File: src/frs_map.svh
// Timing, address and command constants for the boot-sector flash host controller
`ifndef FRS_MAP_SVH
`define FRS_MAP_SVH
`define FRS_CLK_NS 50
`define FRS_ACCESS_DELAY_NS 100
`define FRS_RESET_PULSE_MIN_NS 500
`define FRS_RESET_HIGH_TO_READ_NS 50
`define FRS_TRDY_BUSY_NS 20000
`define FRS_TRDY_IDLE_NS 500
`define FRS_TWP_NS 50
`define FRS_TWPH_NS 50
`define FRS_UNLOCK_ADDR1 18'h00555
`define FRS_UNLOCK_ADDR2 18'h002AA
`define FRS_UNLOCK_DATA1 8'hAA
`define FRS_UNLOCK_DATA2 8'h55
`define FRS_AUTOSEL_DATA 8'h90
`define FRS_EXIT_DATA 8'hF0
`define FRS_ID_MAKER_OFF 3'h0
`define FRS_ID_PART_OFF 3'h2
`define FRS_ID_PROT_OFF 3'h4
`define FRS_SECTOR_SELECT_LSB 13
`endif

File: src/frs_pkg.sv
// Types shared by the boot-sector flash host controller
package frs_pkg;
  typedef enum logic [2:0] {
    FRS_OP_READ,
    FRS_OP_WRITE,
    FRS_OP_HWRESET,
    FRS_OP_ID_CMD,
    FRS_OP_ID_HV
  } frs_op_t;
  typedef enum logic [1:0] {
    FRS_ID_MAKER,
    FRS_ID_PART,
    FRS_ID_PROTECT
  } frs_id_sel_t;
  typedef enum logic [2:0] {
    FRS_ST_IDLE,
    FRS_ST_BUS,
    FRS_ST_WR_LOW,
    FRS_ST_RD_WAIT,
    FRS_ST_GAP,
    FRS_ST_RST_LOW,
    FRS_ST_RST_RDY,
    FRS_ST_RST_RH
  } frs_state_t;
  typedef struct packed {
    logic wr;
    logic [18:0] addr;
    logic [7:0] data;
    logic last;
  } frs_cycle_t;
endpackage : frs_pkg

File: src/frs_host.sv
// Host controller driving the pins of a parallel boot-sector flash
`include "frs_map.svh"
module frs_host #(
  parameter int unsigned ACCESS_DELAY_NS = `FRS_ACCESS_DELAY_NS,
  parameter int unsigned RESET_PULSE_MIN_NS = `FRS_RESET_PULSE_MIN_NS,
  parameter int unsigned RESET_HIGH_TO_READ_NS = `FRS_RESET_HIGH_TO_READ_NS,
  parameter int unsigned TRDY_BUSY_NS = `FRS_TRDY_BUSY_NS,
  parameter int unsigned TRDY_IDLE_NS = `FRS_TRDY_IDLE_NS,
  parameter int unsigned TWP_NS = `FRS_TWP_NS,
  parameter int unsigned TWPH_NS = `FRS_TWPH_NS
) (
  input wire logic sys_clk_i,
  input wire logic reset_n_i,
  input wire logic en_i,
  input wire logic cmd_valid_i,
  input wire frs_pkg::frs_op_t cmd_op_i,
  input wire frs_pkg::frs_id_sel_t cmd_id_sel_i,
  input wire logic [18:0] cmd_addr_i,
  input wire logic [15:0] cmd_wdata_i,
  input wire logic byte_mode_i,
  input wire logic boot_top_i,
  input wire logic restart_ack_i,
  input wire logic [15:0] dq_i,
  input wire logic ready_busy_i,
  output logic ready_o,
  output logic done_o,
  output logic [15:0] rdata_o,
  output logic [3:0] sector_o,
  output logic restart_needed_o,
  output logic ce_n_o,
  output logic oe_n_o,
  output logic we_n_o,
  output logic flash_rst_n_o,
  output logic byte_n_o,
  output logic id_voltage_en_o,
  output logic [17:0] addr_o,
  output logic [15:0] dq_o,
  output logic [15:0] dq_oe_o
);
  import frs_pkg::*;

  function automatic logic [15:0] min_cyc(input int unsigned ns);
    int unsigned c;
    c = (ns + `FRS_CLK_NS - 1) / `FRS_CLK_NS;
    if (c < 1) c = 1;
    return c[15:0];
  endfunction : min_cyc

  localparam logic [15:0] ACCESS_DELAY_CYC = min_cyc(ACCESS_DELAY_NS);
  localparam logic [15:0] RESET_PULSE_MIN_CYC = min_cyc(RESET_PULSE_MIN_NS);
  localparam logic [15:0] RESET_HIGH_TO_READ_CYC = min_cyc(RESET_HIGH_TO_READ_NS);
  localparam logic [15:0] TRDY_BUSY_CYC = min_cyc(TRDY_BUSY_NS);
  localparam logic [15:0] TRDY_IDLE_CYC = min_cyc(TRDY_IDLE_NS);
  localparam logic [15:0] TWP_CYC = min_cyc(TWP_NS);
  localparam logic [15:0] TWPH_CYC = min_cyc(TWPH_NS);

  // Bus address: [18:1] are A17..A0, [0] is A-1 (only meaningful in byte mode)
  function automatic logic [18:0] to_bus(input logic [18:0] a, input logic bm);
    return bm ? a : {a[17:0], 1'b0};
  endfunction : to_bus

  function automatic logic [18:0] id_addr(input frs_id_sel_t s, input logic [18:0] a);
    logic [2:0] off;
    off = `FRS_ID_MAKER_OFF;
    if (s == FRS_ID_PART) off = `FRS_ID_PART_OFF;
    if (s == FRS_ID_PROTECT) off = `FRS_ID_PROT_OFF;
    return {a[18:`FRS_SECTOR_SELECT_LSB], 10'h000, off};
  endfunction : id_addr

  function automatic frs_cycle_t cyc_of(input frs_op_t op, input logic [2:0] step,
                                        input frs_id_sel_t s, input logic [18:0] ba,
                                        input logic [7:0] wd);
    frs_cycle_t c;
    c = '{wr: 1'b0, addr: ba, data: wd, last: 1'b1};
    if (op == FRS_OP_WRITE) c.wr = 1'b1;
    if (op == FRS_OP_ID_HV) c.addr = id_addr(s, ba);
    if (op == FRS_OP_ID_CMD) begin
      c.last = 1'b0;
      c.wr = 1'b1;
      unique case (step)
        // Unlock addresses are word addresses; in byte mode A-1 stays low
        3'h0: begin
          c.addr = to_bus({1'b0, `FRS_UNLOCK_ADDR1}, 1'b0);
          c.data = `FRS_UNLOCK_DATA1;
        end
        3'h1: begin
          c.addr = to_bus({1'b0, `FRS_UNLOCK_ADDR2}, 1'b0);
          c.data = `FRS_UNLOCK_DATA2;
        end
        3'h2: begin
          c.addr = to_bus({1'b0, `FRS_UNLOCK_ADDR1}, 1'b0);
          c.data = `FRS_AUTOSEL_DATA;
        end
        3'h3: begin
          c.wr = 1'b0;
          c.addr = id_addr(s, ba);
        end
        default: begin
          // Device holds autoselect until this exit command
          c.data = `FRS_EXIT_DATA;
          c.last = 1'b1;
        end
      endcase
    end
    return c;
  endfunction : cyc_of

  frs_state_t st_r, st_nxt;
  frs_op_t op_r, op_nxt;
  frs_id_sel_t sel_r, sel_nxt;
  logic [15:0] cnt_r, cnt_nxt;
  logic [2:0] step_r, step_nxt;
  logic [18:0] ba_r, ba_nxt;
  logic [15:0] wd_r, wd_nxt, rdata_nxt, dq_nxt, dq_oe_nxt;
  logic bm_r, bm_nxt, busy_rst_r, busy_rst_nxt;
  logic done_nxt, ready_nxt, restart_nxt, ce_nxt, oe_nxt, we_nxt, frst_nxt, idv_nxt;
  logic [3:0] sector_nxt, sector_dec;
  logic [17:0] addr_nxt;
  frs_cycle_t cyc;

  frs_sector_decode u_dec (
    .boot_top_i(boot_top_i),
    .sector_select_address_i(ba_r[18:`FRS_SECTOR_SELECT_LSB]),
    .sector_o(sector_dec)
  );

  always_comb begin
    cyc = cyc_of(op_r, step_r, sel_r, ba_r, wd_r[7:0]);
    st_nxt = st_r;
    op_nxt = op_r;
    sel_nxt = sel_r;
    cnt_nxt = cnt_r;
    step_nxt = step_r;
    ba_nxt = ba_r;
    wd_nxt = wd_r;
    bm_nxt = bm_r;
    busy_rst_nxt = busy_rst_r;
    rdata_nxt = rdata_o;
    done_nxt = 1'b0;
    // Set wins over the acknowledge so a cut operation is never lost
    restart_nxt = restart_needed_o & ~restart_ack_i;
    ce_nxt = ce_n_o;
    oe_nxt = oe_n_o;
    we_nxt = we_n_o;
    frst_nxt = flash_rst_n_o;
    idv_nxt = id_voltage_en_o;
    addr_nxt = addr_o;
    dq_nxt = dq_o;
    dq_oe_nxt = dq_oe_o;
    sector_nxt = sector_dec;
    unique case (st_r)
      FRS_ST_IDLE: begin
        if (cmd_valid_i) begin
          op_nxt = cmd_op_i;
          sel_nxt = cmd_id_sel_i;
          ba_nxt = to_bus(cmd_addr_i, byte_mode_i);
          wd_nxt = cmd_wdata_i;
          bm_nxt = byte_mode_i;
          step_nxt = 3'h0;
          if (cmd_op_i == FRS_OP_HWRESET) begin
            frst_nxt = 1'b0;
            cnt_nxt = RESET_PULSE_MIN_CYC;
            busy_rst_nxt = ~ready_busy_i;
            if (!ready_busy_i) restart_nxt = 1'b1;
            st_nxt = FRS_ST_RST_LOW;
          end else begin
            st_nxt = FRS_ST_BUS;
          end
        end
      end
      FRS_ST_BUS: begin
        addr_nxt = cyc.addr[18:1];
        dq_nxt = {cyc.addr[0], 7'h00, cyc.data};
        if (bm_r) dq_oe_nxt = 16'h8000;
        else dq_oe_nxt = 16'h0000;
        ce_nxt = 1'b0;
        idv_nxt = (op_r == FRS_OP_ID_HV);
        if (cyc.wr) begin
          if (!bm_r) dq_nxt[15:8] = wd_r[15:8];
          // Drive data only with the output gate high to avoid contention
          dq_oe_nxt[7:0] = 8'hFF;
          if (!bm_r && op_r == FRS_OP_WRITE) dq_oe_nxt[15:8] = 8'hFF;
          we_nxt = 1'b0;
          cnt_nxt = TWP_CYC;
          st_nxt = FRS_ST_WR_LOW;
        end else begin
          oe_nxt = 1'b0;
          cnt_nxt = ACCESS_DELAY_CYC;
          st_nxt = FRS_ST_RD_WAIT;
        end
      end
      FRS_ST_WR_LOW: begin
        cnt_nxt = cnt_r - 16'h0001;
        if (cnt_r == 16'h0001) begin
          we_nxt = 1'b1;
          ce_nxt = 1'b1;
          dq_oe_nxt = {bm_r, 15'h0000};
          cnt_nxt = TWPH_CYC;
          st_nxt = FRS_ST_GAP;
        end
      end
      FRS_ST_RD_WAIT: begin
        cnt_nxt = cnt_r - 16'h0001;
        if (cnt_r == 16'h0001) begin
          rdata_nxt = dq_i;
          // Byte-mode reads and identifier reads keep the low byte only
          if (bm_r || op_r != FRS_OP_READ) rdata_nxt[15:8] = 8'h00;
          oe_nxt = 1'b1;
          ce_nxt = 1'b1;
          cnt_nxt = TWPH_CYC;
          st_nxt = FRS_ST_GAP;
        end
      end
      FRS_ST_GAP: begin
        cnt_nxt = cnt_r - 16'h0001;
        if (cnt_r == 16'h0001) begin
          if (cyc.last) begin
            idv_nxt = 1'b0;
            done_nxt = 1'b1;
            st_nxt = FRS_ST_IDLE;
          end else begin
            step_nxt = step_r + 3'h1;
            st_nxt = FRS_ST_BUS;
          end
        end
      end
      FRS_ST_RST_LOW: begin
        cnt_nxt = cnt_r - 16'h0001;
        if (cnt_r == 16'h0001) begin
          frst_nxt = 1'b1;
          cnt_nxt = busy_rst_r ? TRDY_BUSY_CYC : TRDY_IDLE_CYC;
          st_nxt = FRS_ST_RST_RDY;
        end
      end
      FRS_ST_RST_RDY: begin
        cnt_nxt = cnt_r - 16'h0001;
        if (cnt_r == 16'h0001 || (busy_rst_r && ready_busy_i)) begin
          cnt_nxt = RESET_HIGH_TO_READ_CYC;
          st_nxt = FRS_ST_RST_RH;
        end
      end
      FRS_ST_RST_RH: begin
        cnt_nxt = cnt_r - 16'h0001;
        if (cnt_r == 16'h0001) begin
          done_nxt = 1'b1;
          st_nxt = FRS_ST_IDLE;
        end
      end
    endcase
    ready_nxt = (st_nxt == FRS_ST_IDLE);
  end

  always_ff @(posedge sys_clk_i or negedge reset_n_i) begin
    if (!reset_n_i) begin
      st_r <= FRS_ST_IDLE;
      op_r <= FRS_OP_READ;
      sel_r <= FRS_ID_MAKER;
      cnt_r <= 16'h0000;
      step_r <= 3'h0;
      ba_r <= 19'h00000;
      wd_r <= 16'h0000;
      bm_r <= 1'b0;
      busy_rst_r <= 1'b0;
      ready_o <= 1'b1;
      done_o <= 1'b0;
      rdata_o <= 16'h0000;
      sector_o <= 4'h0;
      restart_needed_o <= 1'b0;
      ce_n_o <= 1'b1;
      oe_n_o <= 1'b1;
      we_n_o <= 1'b1;
      flash_rst_n_o <= 1'b1;
      byte_n_o <= 1'b1;
      id_voltage_en_o <= 1'b0;
      addr_o <= 18'h00000;
      dq_o <= 16'h0000;
      dq_oe_o <= 16'h0000;
    end else if (en_i) begin
      st_r <= st_nxt;
      op_r <= op_nxt;
      sel_r <= sel_nxt;
      cnt_r <= cnt_nxt;
      step_r <= step_nxt;
      ba_r <= ba_nxt;
      wd_r <= wd_nxt;
      bm_r <= bm_nxt;
      busy_rst_r <= busy_rst_nxt;
      ready_o <= ready_nxt;
      done_o <= done_nxt;
      rdata_o <= rdata_nxt;
      sector_o <= sector_nxt;
      restart_needed_o <= restart_nxt;
      ce_n_o <= ce_nxt;
      oe_n_o <= oe_nxt;
      we_n_o <= we_nxt;
      flash_rst_n_o <= frst_nxt;
      byte_n_o <= ~bm_nxt;
      id_voltage_en_o <= idv_nxt;
      addr_o <= addr_nxt;
      dq_o <= dq_nxt;
      dq_oe_o <= dq_oe_nxt;
    end
  end

  // Helper counters for the checks below
  logic [15:0] lo_cnt, hi_cnt;
  always_ff @(posedge sys_clk_i or negedge reset_n_i) begin
    if (!reset_n_i) begin
      lo_cnt <= 16'h0000;
      hi_cnt <= 16'hFFFF;
    end else if (en_i) begin
      lo_cnt <= flash_rst_n_o ? 16'h0000 : lo_cnt + 16'h0001;
      hi_cnt <= !flash_rst_n_o ? 16'h0000 : (hi_cnt == 16'hFFFF ? hi_cnt : hi_cnt + 16'h0001);
    end
  end
endmodule : frs_host

File: src/frs_sector_decode.sv
// Sector index decode from the upper address bits, top or bottom boot layout
module frs_sector_decode (
  input wire logic boot_top_i,
  input wire logic [5:0] sector_select_address_i,
  output logic [3:0] sector_o
);
  import frs_pkg::*;
  always_comb begin
    if (boot_top_i) begin
      if (sector_select_address_i[5:3] != 3'h7) begin
        sector_o = {1'b0, sector_select_address_i[5:3]};
      end else if (!sector_select_address_i[2]) begin
        sector_o = 4'h7;
      end else if (!sector_select_address_i[1]) begin
        sector_o = 4'h8 + {3'h0, sector_select_address_i[0]};
      end else begin
        sector_o = 4'hA;
      end
    end else begin
      if (sector_select_address_i[5:3] != 3'h0) begin
        sector_o = 4'h3 + {1'b0, sector_select_address_i[5:3]};
      end else if (sector_select_address_i[2]) begin
        sector_o = 4'h3;
      end else if (!sector_select_address_i[1]) begin
        sector_o = 4'h0;
      end else begin
        sector_o = 4'h1 + {3'h0, sector_select_address_i[0]};
      end
    end
  end
endmodule : frs_sector_decode
File: config.mk
export PLATFORM = sky130hd
export DESIGN_NAME = frs_host
export DESIGN_NICKNAME = d
export VERILOG_FILES = /design/src/frs_pkg.sv /design/src/frs_host.sv /design/src/frs_sector_decode.sv
export VERILOG_INCLUDE_DIRS = /design/src
export SDC_FILE = /design/constraint.sdc
export NUM_CORES = 1
export LEC_CHECK = 0
export BUFFER_PORTS_ARGS = -buffer_cell sky130_fd_sc_hd__buf_2
export CORE_UTILIZATION = 52
export DETAILED_ROUTE_END_ITERATION = 10
export GPL_ROUTABILITY_DRIVEN = 0
export HOLD_SLACK_MARGIN = 0.02
export PLACE_DENSITY = 0.77
export SLEW_MARGIN = 20
export SYNTH_ARGS = -nofsm -noshare
export SYNTH_HDL_FRONTEND = slang
export SYNTH_HIERARCHICAL = 1
export SYNTH_SLANG_ARGS = --single-unit
File: constraint.sdc
create_clock -name sys_clk_i -period 3.2 [get_ports sys_clk_i]
set_clock_uncertainty 0.05 [all_clocks]
set_input_delay 0.64 -clock sys_clk_i [delete_from_list [all_inputs] [get_ports sys_clk_i]]
set_output_delay 0.64 -clock sys_clk_i [all_outputs]
set_load 0.1 [all_outputs]
# == Yosys cells after proc, flatten, opt, wreduce, memory -nomap -nowiden ==
# Cells that the tools add are included.
# totals
output_inout_bits,79
inputBits,64
register_bits,143
elab_cells,162
# op_classes
n_mux,69
n_reduce_logical,32
add_sub_neg,5
n_bitwise,4
n_eq_ne,29
# op_table
operator,n
$mux 16,8
$pmux 16 s6,1
$pmux 19 s3,1
$mux 3,11
$mux 8,4
$pmux 16 s2,1
$pmux 8 s4,1
$mux 29,1
$mux 4,6
$mux 1,21
$pmux 3 s7,1
$ne 2x2->1 const B,10
$mux 19,1
$eq 3x2->1 const B,6
$eq 16x1->1 const B,1
$reduce_and 4->1,4
$sub 16x1->16 const B,1
$eq 3x3->1 const B,5
$reduce_and 3->1,5
$mux 13,1
$pmux 1 s2,6
$reduce_bool 2->1,6
$reduce_and 5->1,2
$eq 3x1->1 const B,3
21 further kinds,32

# == Depth between registers and ports, before layout ==
# logic_depth
depth_word,10
depth_mapped,9
mapped_depth_nobuf,8

# == By module ==
# Netlist, hierarchy kept.
# by_module_without_submodules
module,cells_each,seq_area_each_um2,n_inst,area_each_um2
frs_host,628,3260.6,1,6297.3
frs_sector_decode,25,0.0,1,183.9

# == Least setup slack after synthesis ==
# Ideal clock, no wire load.
# synth_path
path_type,reg2reg
from,reg cnt_r[2]
to,reg rdata_o[1]
path_buffers,2
arrival_time_ns,2.140
slack_ns,0.884
synth_period_minus_slack_ns,2.316
stages_incl_launch_ff,8
path_cell_list,dfrtp_1 nor4_4 and4b_2 nand2_2 or3_1 buf_2 buf_6 mux2_4
# synth_between
elab_chain_cells,2
# synth_lines
item,line,source
from (decl),frs_host.sv:111,"logic [15:0] cnt_r, cnt_nxt;"
from (signal assigned),frs_host.sv:282,cnt_r <= cnt_nxt;
$eq 16x1->1,frs_host.sv:204,if (cnt_r == 16'h0001) begin
$reduce_and 3->1 (no source line),-,
to (signal assigned),frs_host.sv:290,rdata_o <= rdata_nxt;
to (decl),frs_host.sv:27,"output logic [15:0] rdata_o,"
# No other way between the ends.
# A chain may end at the register's enable or synchronous reset.

# == Final worst setup path ==
# layout_path
from,reg cnt_r[2]
to,reg rdata_o[3]
# Same word-level chain as after synthesis.

==> flow_summary.toml <==
[status]
outcome = "completed"

[global_routing]
grt_max_degree = 60
grt_pass1_vias = 5114
track_usage_pct = 25.5
grt_pass1_wl_um = 25500
antenna_found_initial = 0
grt_remaining_overflow = 0

[sta]
rsz0062_at_grt = "false"
setup_viol = 0
finalHoldViolations = 0
worstMarginPinSlew_ps = 842
slew_viol_final = 0
fmax_mhz = 371
finalCritPeriodShare_pct = 84.1
setup-tns-final_ps = 0
period_minus_slack_ps = 2690
slew_headroom_pct = 43.9

[yosys]
synth_top_area_cell = "dfrtp_1"
synth.most_common_cell = "dfrtp_1"
synth_top_area_share_pct = 47.9
synth_edf_count = 0
syn_area_per_cell_um2 = 9.93
synth_nets = 727
async_flop_share_pct = 100
syn-cell-area_mm2 = 0.00648
synth_seq_area_share_pct = 50.3
synthFlopType = "dfrtp_1"
yosys_warnings = 6
netlist_top_cells_count = "dfrtp_1, nand2_1, nor2_1"
netlist_instances = 653
netlist_top_cells_area = "dfrtp_1, mux2_2, nand2_1, a21oi_1, o21ai_0"
yosysUniqueCellTypes = 63
ys_seq_elements = 130

[clocking]
h-tree-depth = 4
cts_root_buf = "clkbuf_16"
clk_latency_ps = 420
post-cts-setup-buffer-count = 0
clk_pin_slew_worst_paths_ps = 50
clockBufferDepth = 2
cts_hold_buf = 0
cts_resized = 0
cts_sinks = 130
cts_tree = "yes"
cts_buffers = 17

[final_layout]
final-instance-count-excl-fill = 960
n_antenna_cell = 0
drive_above_1_share_pct = 30.2
fin_nets = 853
post-route-util_pct = 65.2
area_growth_pct = 21.4
design_area_mm2 = 0.00787

[worst_setup_path]
cp-end-kind = "register"
slowest_stage = "or3_1"
critical_path.startpoint_type = "register"
path_max_fanout = 25
crit_type = "register to register"
cp_slowest_stage_delay_ps = 730
worst_r2r_endpoint = "rdata_o[3]"
cp.arrival_ps = 2940
crit_chain = "nor4_4, and4b_2, nand2_2, or3_1, mux2_4"
reg2reg_depth = 5
rrSetupSlack_ps = 510
timing.rr.start = "cnt_r[2]"
crit_required_ps = 3450

[power]
power.total_w = 0.00425
power-per-cell-area_mw_per_mm2 = 540
peakVddDrop_uv = 367
power_leakage_nw = 3.98

[floorplan]
ios = 143
core.rowCount = 40
die_h_um = 114
start_util_pct = 53.7
die_w_um = 114
core_area_mm2 = 0.0121
dieArea_mm2 = 0.0129

[drt]
drt_iter0_drc = 380
dr.pass1.iters = 5
vias = 5528
wirelength_um = 15700
wl_per_cell_um = 16.3
ant_nets = 0
drc = 0
avgViaCountPerCell = 5.76

[placement]
dp_hpwl_um = 10900
place_inst = 928
placed_cell_area_mm2 = 0.00727
io_buffers = 142

[flow_run]
max_cap_violations = 0

[hold_path]
hold_path_class = "input pin to asynchronous set/reset pin"
[layer usage]
layer,part of all wire (%),wire (µm),GRT usage (%)
met5,0,0,0
met4,2.0,318,10.3
met3,7.2,1120,6.16
met2,48,7510,40.5
met1,43,6710,33.8
[how the worst max path moves through the flow]
stage               startpoint          to  slack (ps)  cells after the start
finish                cnt_r[2]  rdata_o[3]         510                      5
global placement      cnt_r[2]  rdata_o[1]         620                      5
CTS                   cnt_r[2]  rdata_o[3]         520                      5
floorplan             cnt_r[2]  rdata_o[1]         880                      7
detailed placement    cnt_r[2]  rdata_o[3]         530                      5
global route          cnt_r[2]  rdata_o[3]         320                      5
[logic make-up (layout without fill, tap and decap cells)]
logic type,count (synthesis),count (layout),synth area share (%)
compound gates,181,181,17.8
fa+ha+maj,10,10,1.93
buf+inv,63,202,4.56
flops,130,130,50.3
mux,59,59,10.0
simple gates,210,210,15.4
[where the power goes]
group	internal, W	switching (W)
Clock	0.00124	0.000703
Sequential	0.00171	0.000113
Combinational	0.000204	0.000270
Total	0.00316	0.00109
[stage by stage]
| stage | hold slack [ps] | worst slack, ps |
|---|---|---|
| global placement | 406 | 619 |
| CTS | 155 | 515 |
| global route | 192 | 319 |
| finish | 141 | 508 |
| detailed placement | 416 | 532 |
| floorplan | 294 | 884 |
[cells in the final DEF, fill, tap and decap left out, types with 6 or more instances in the layout]
| cell type | netlist | final |
|---|---|---|
| a21o_1 | 8 | 8 |
| a21oi_1 | 54 | 54 |
| a22o_1 | 16 | 16 |
| a31oi_1 | 7 | 7 |
| buf_2 | 2 | 141 |
| buf_4 | 13 | 11 |
| clkbuf_16 | 0 | 17 |
| dfrtp_1 | 124 | 124 |
| dfstp_2 | 6 | 6 |
| ha_1 | 10 | 10 |
| inv_1 | 16 | 16 |
| mux2_2 | 34 | 34 |
| mux2i_1 | 22 | 22 |
| nand2_1 | 77 | 77 |
| nand2b_1 | 8 | 8 |
| nand3_1 | 13 | 13 |
| nor2_1 | 62 | 62 |
| nor2b_1 | 7 | 7 |
| nor3_1 | 11 | 11 |
| o21ai_0 | 49 | 49 |
| o22ai_1 | 6 | 6 |
[state kept, by name, indices dropped and copies added (netlist names), 4 cells and up]
name / cells
addr_o: 18
ba_r: 19
cnt_r: 16
dq_o: 16
rdata_o: 16
sector_o: 4
wd_r: 16
[worst max-delay path: cells and delay by family (launching register included)]
kind,cells,cell delay [ps]
flip-flops,1,460
AND/OR/NAND/NOR,4,1630
multiplexers,1,430
[area by class of cell]
cell class | count | area, µm²
multi-input cells | 460 | 2930
fillers | 958 | 4190
well taps | 168 | 210
inverters | 17 | 63.8
flip-flops and latches | 130 | 3260
clock buffers | 22 | 454
repair buffers | 153 | 808
clock inverters | 10 | 138
Note: power is estimated with default switching activity, not from simulation.
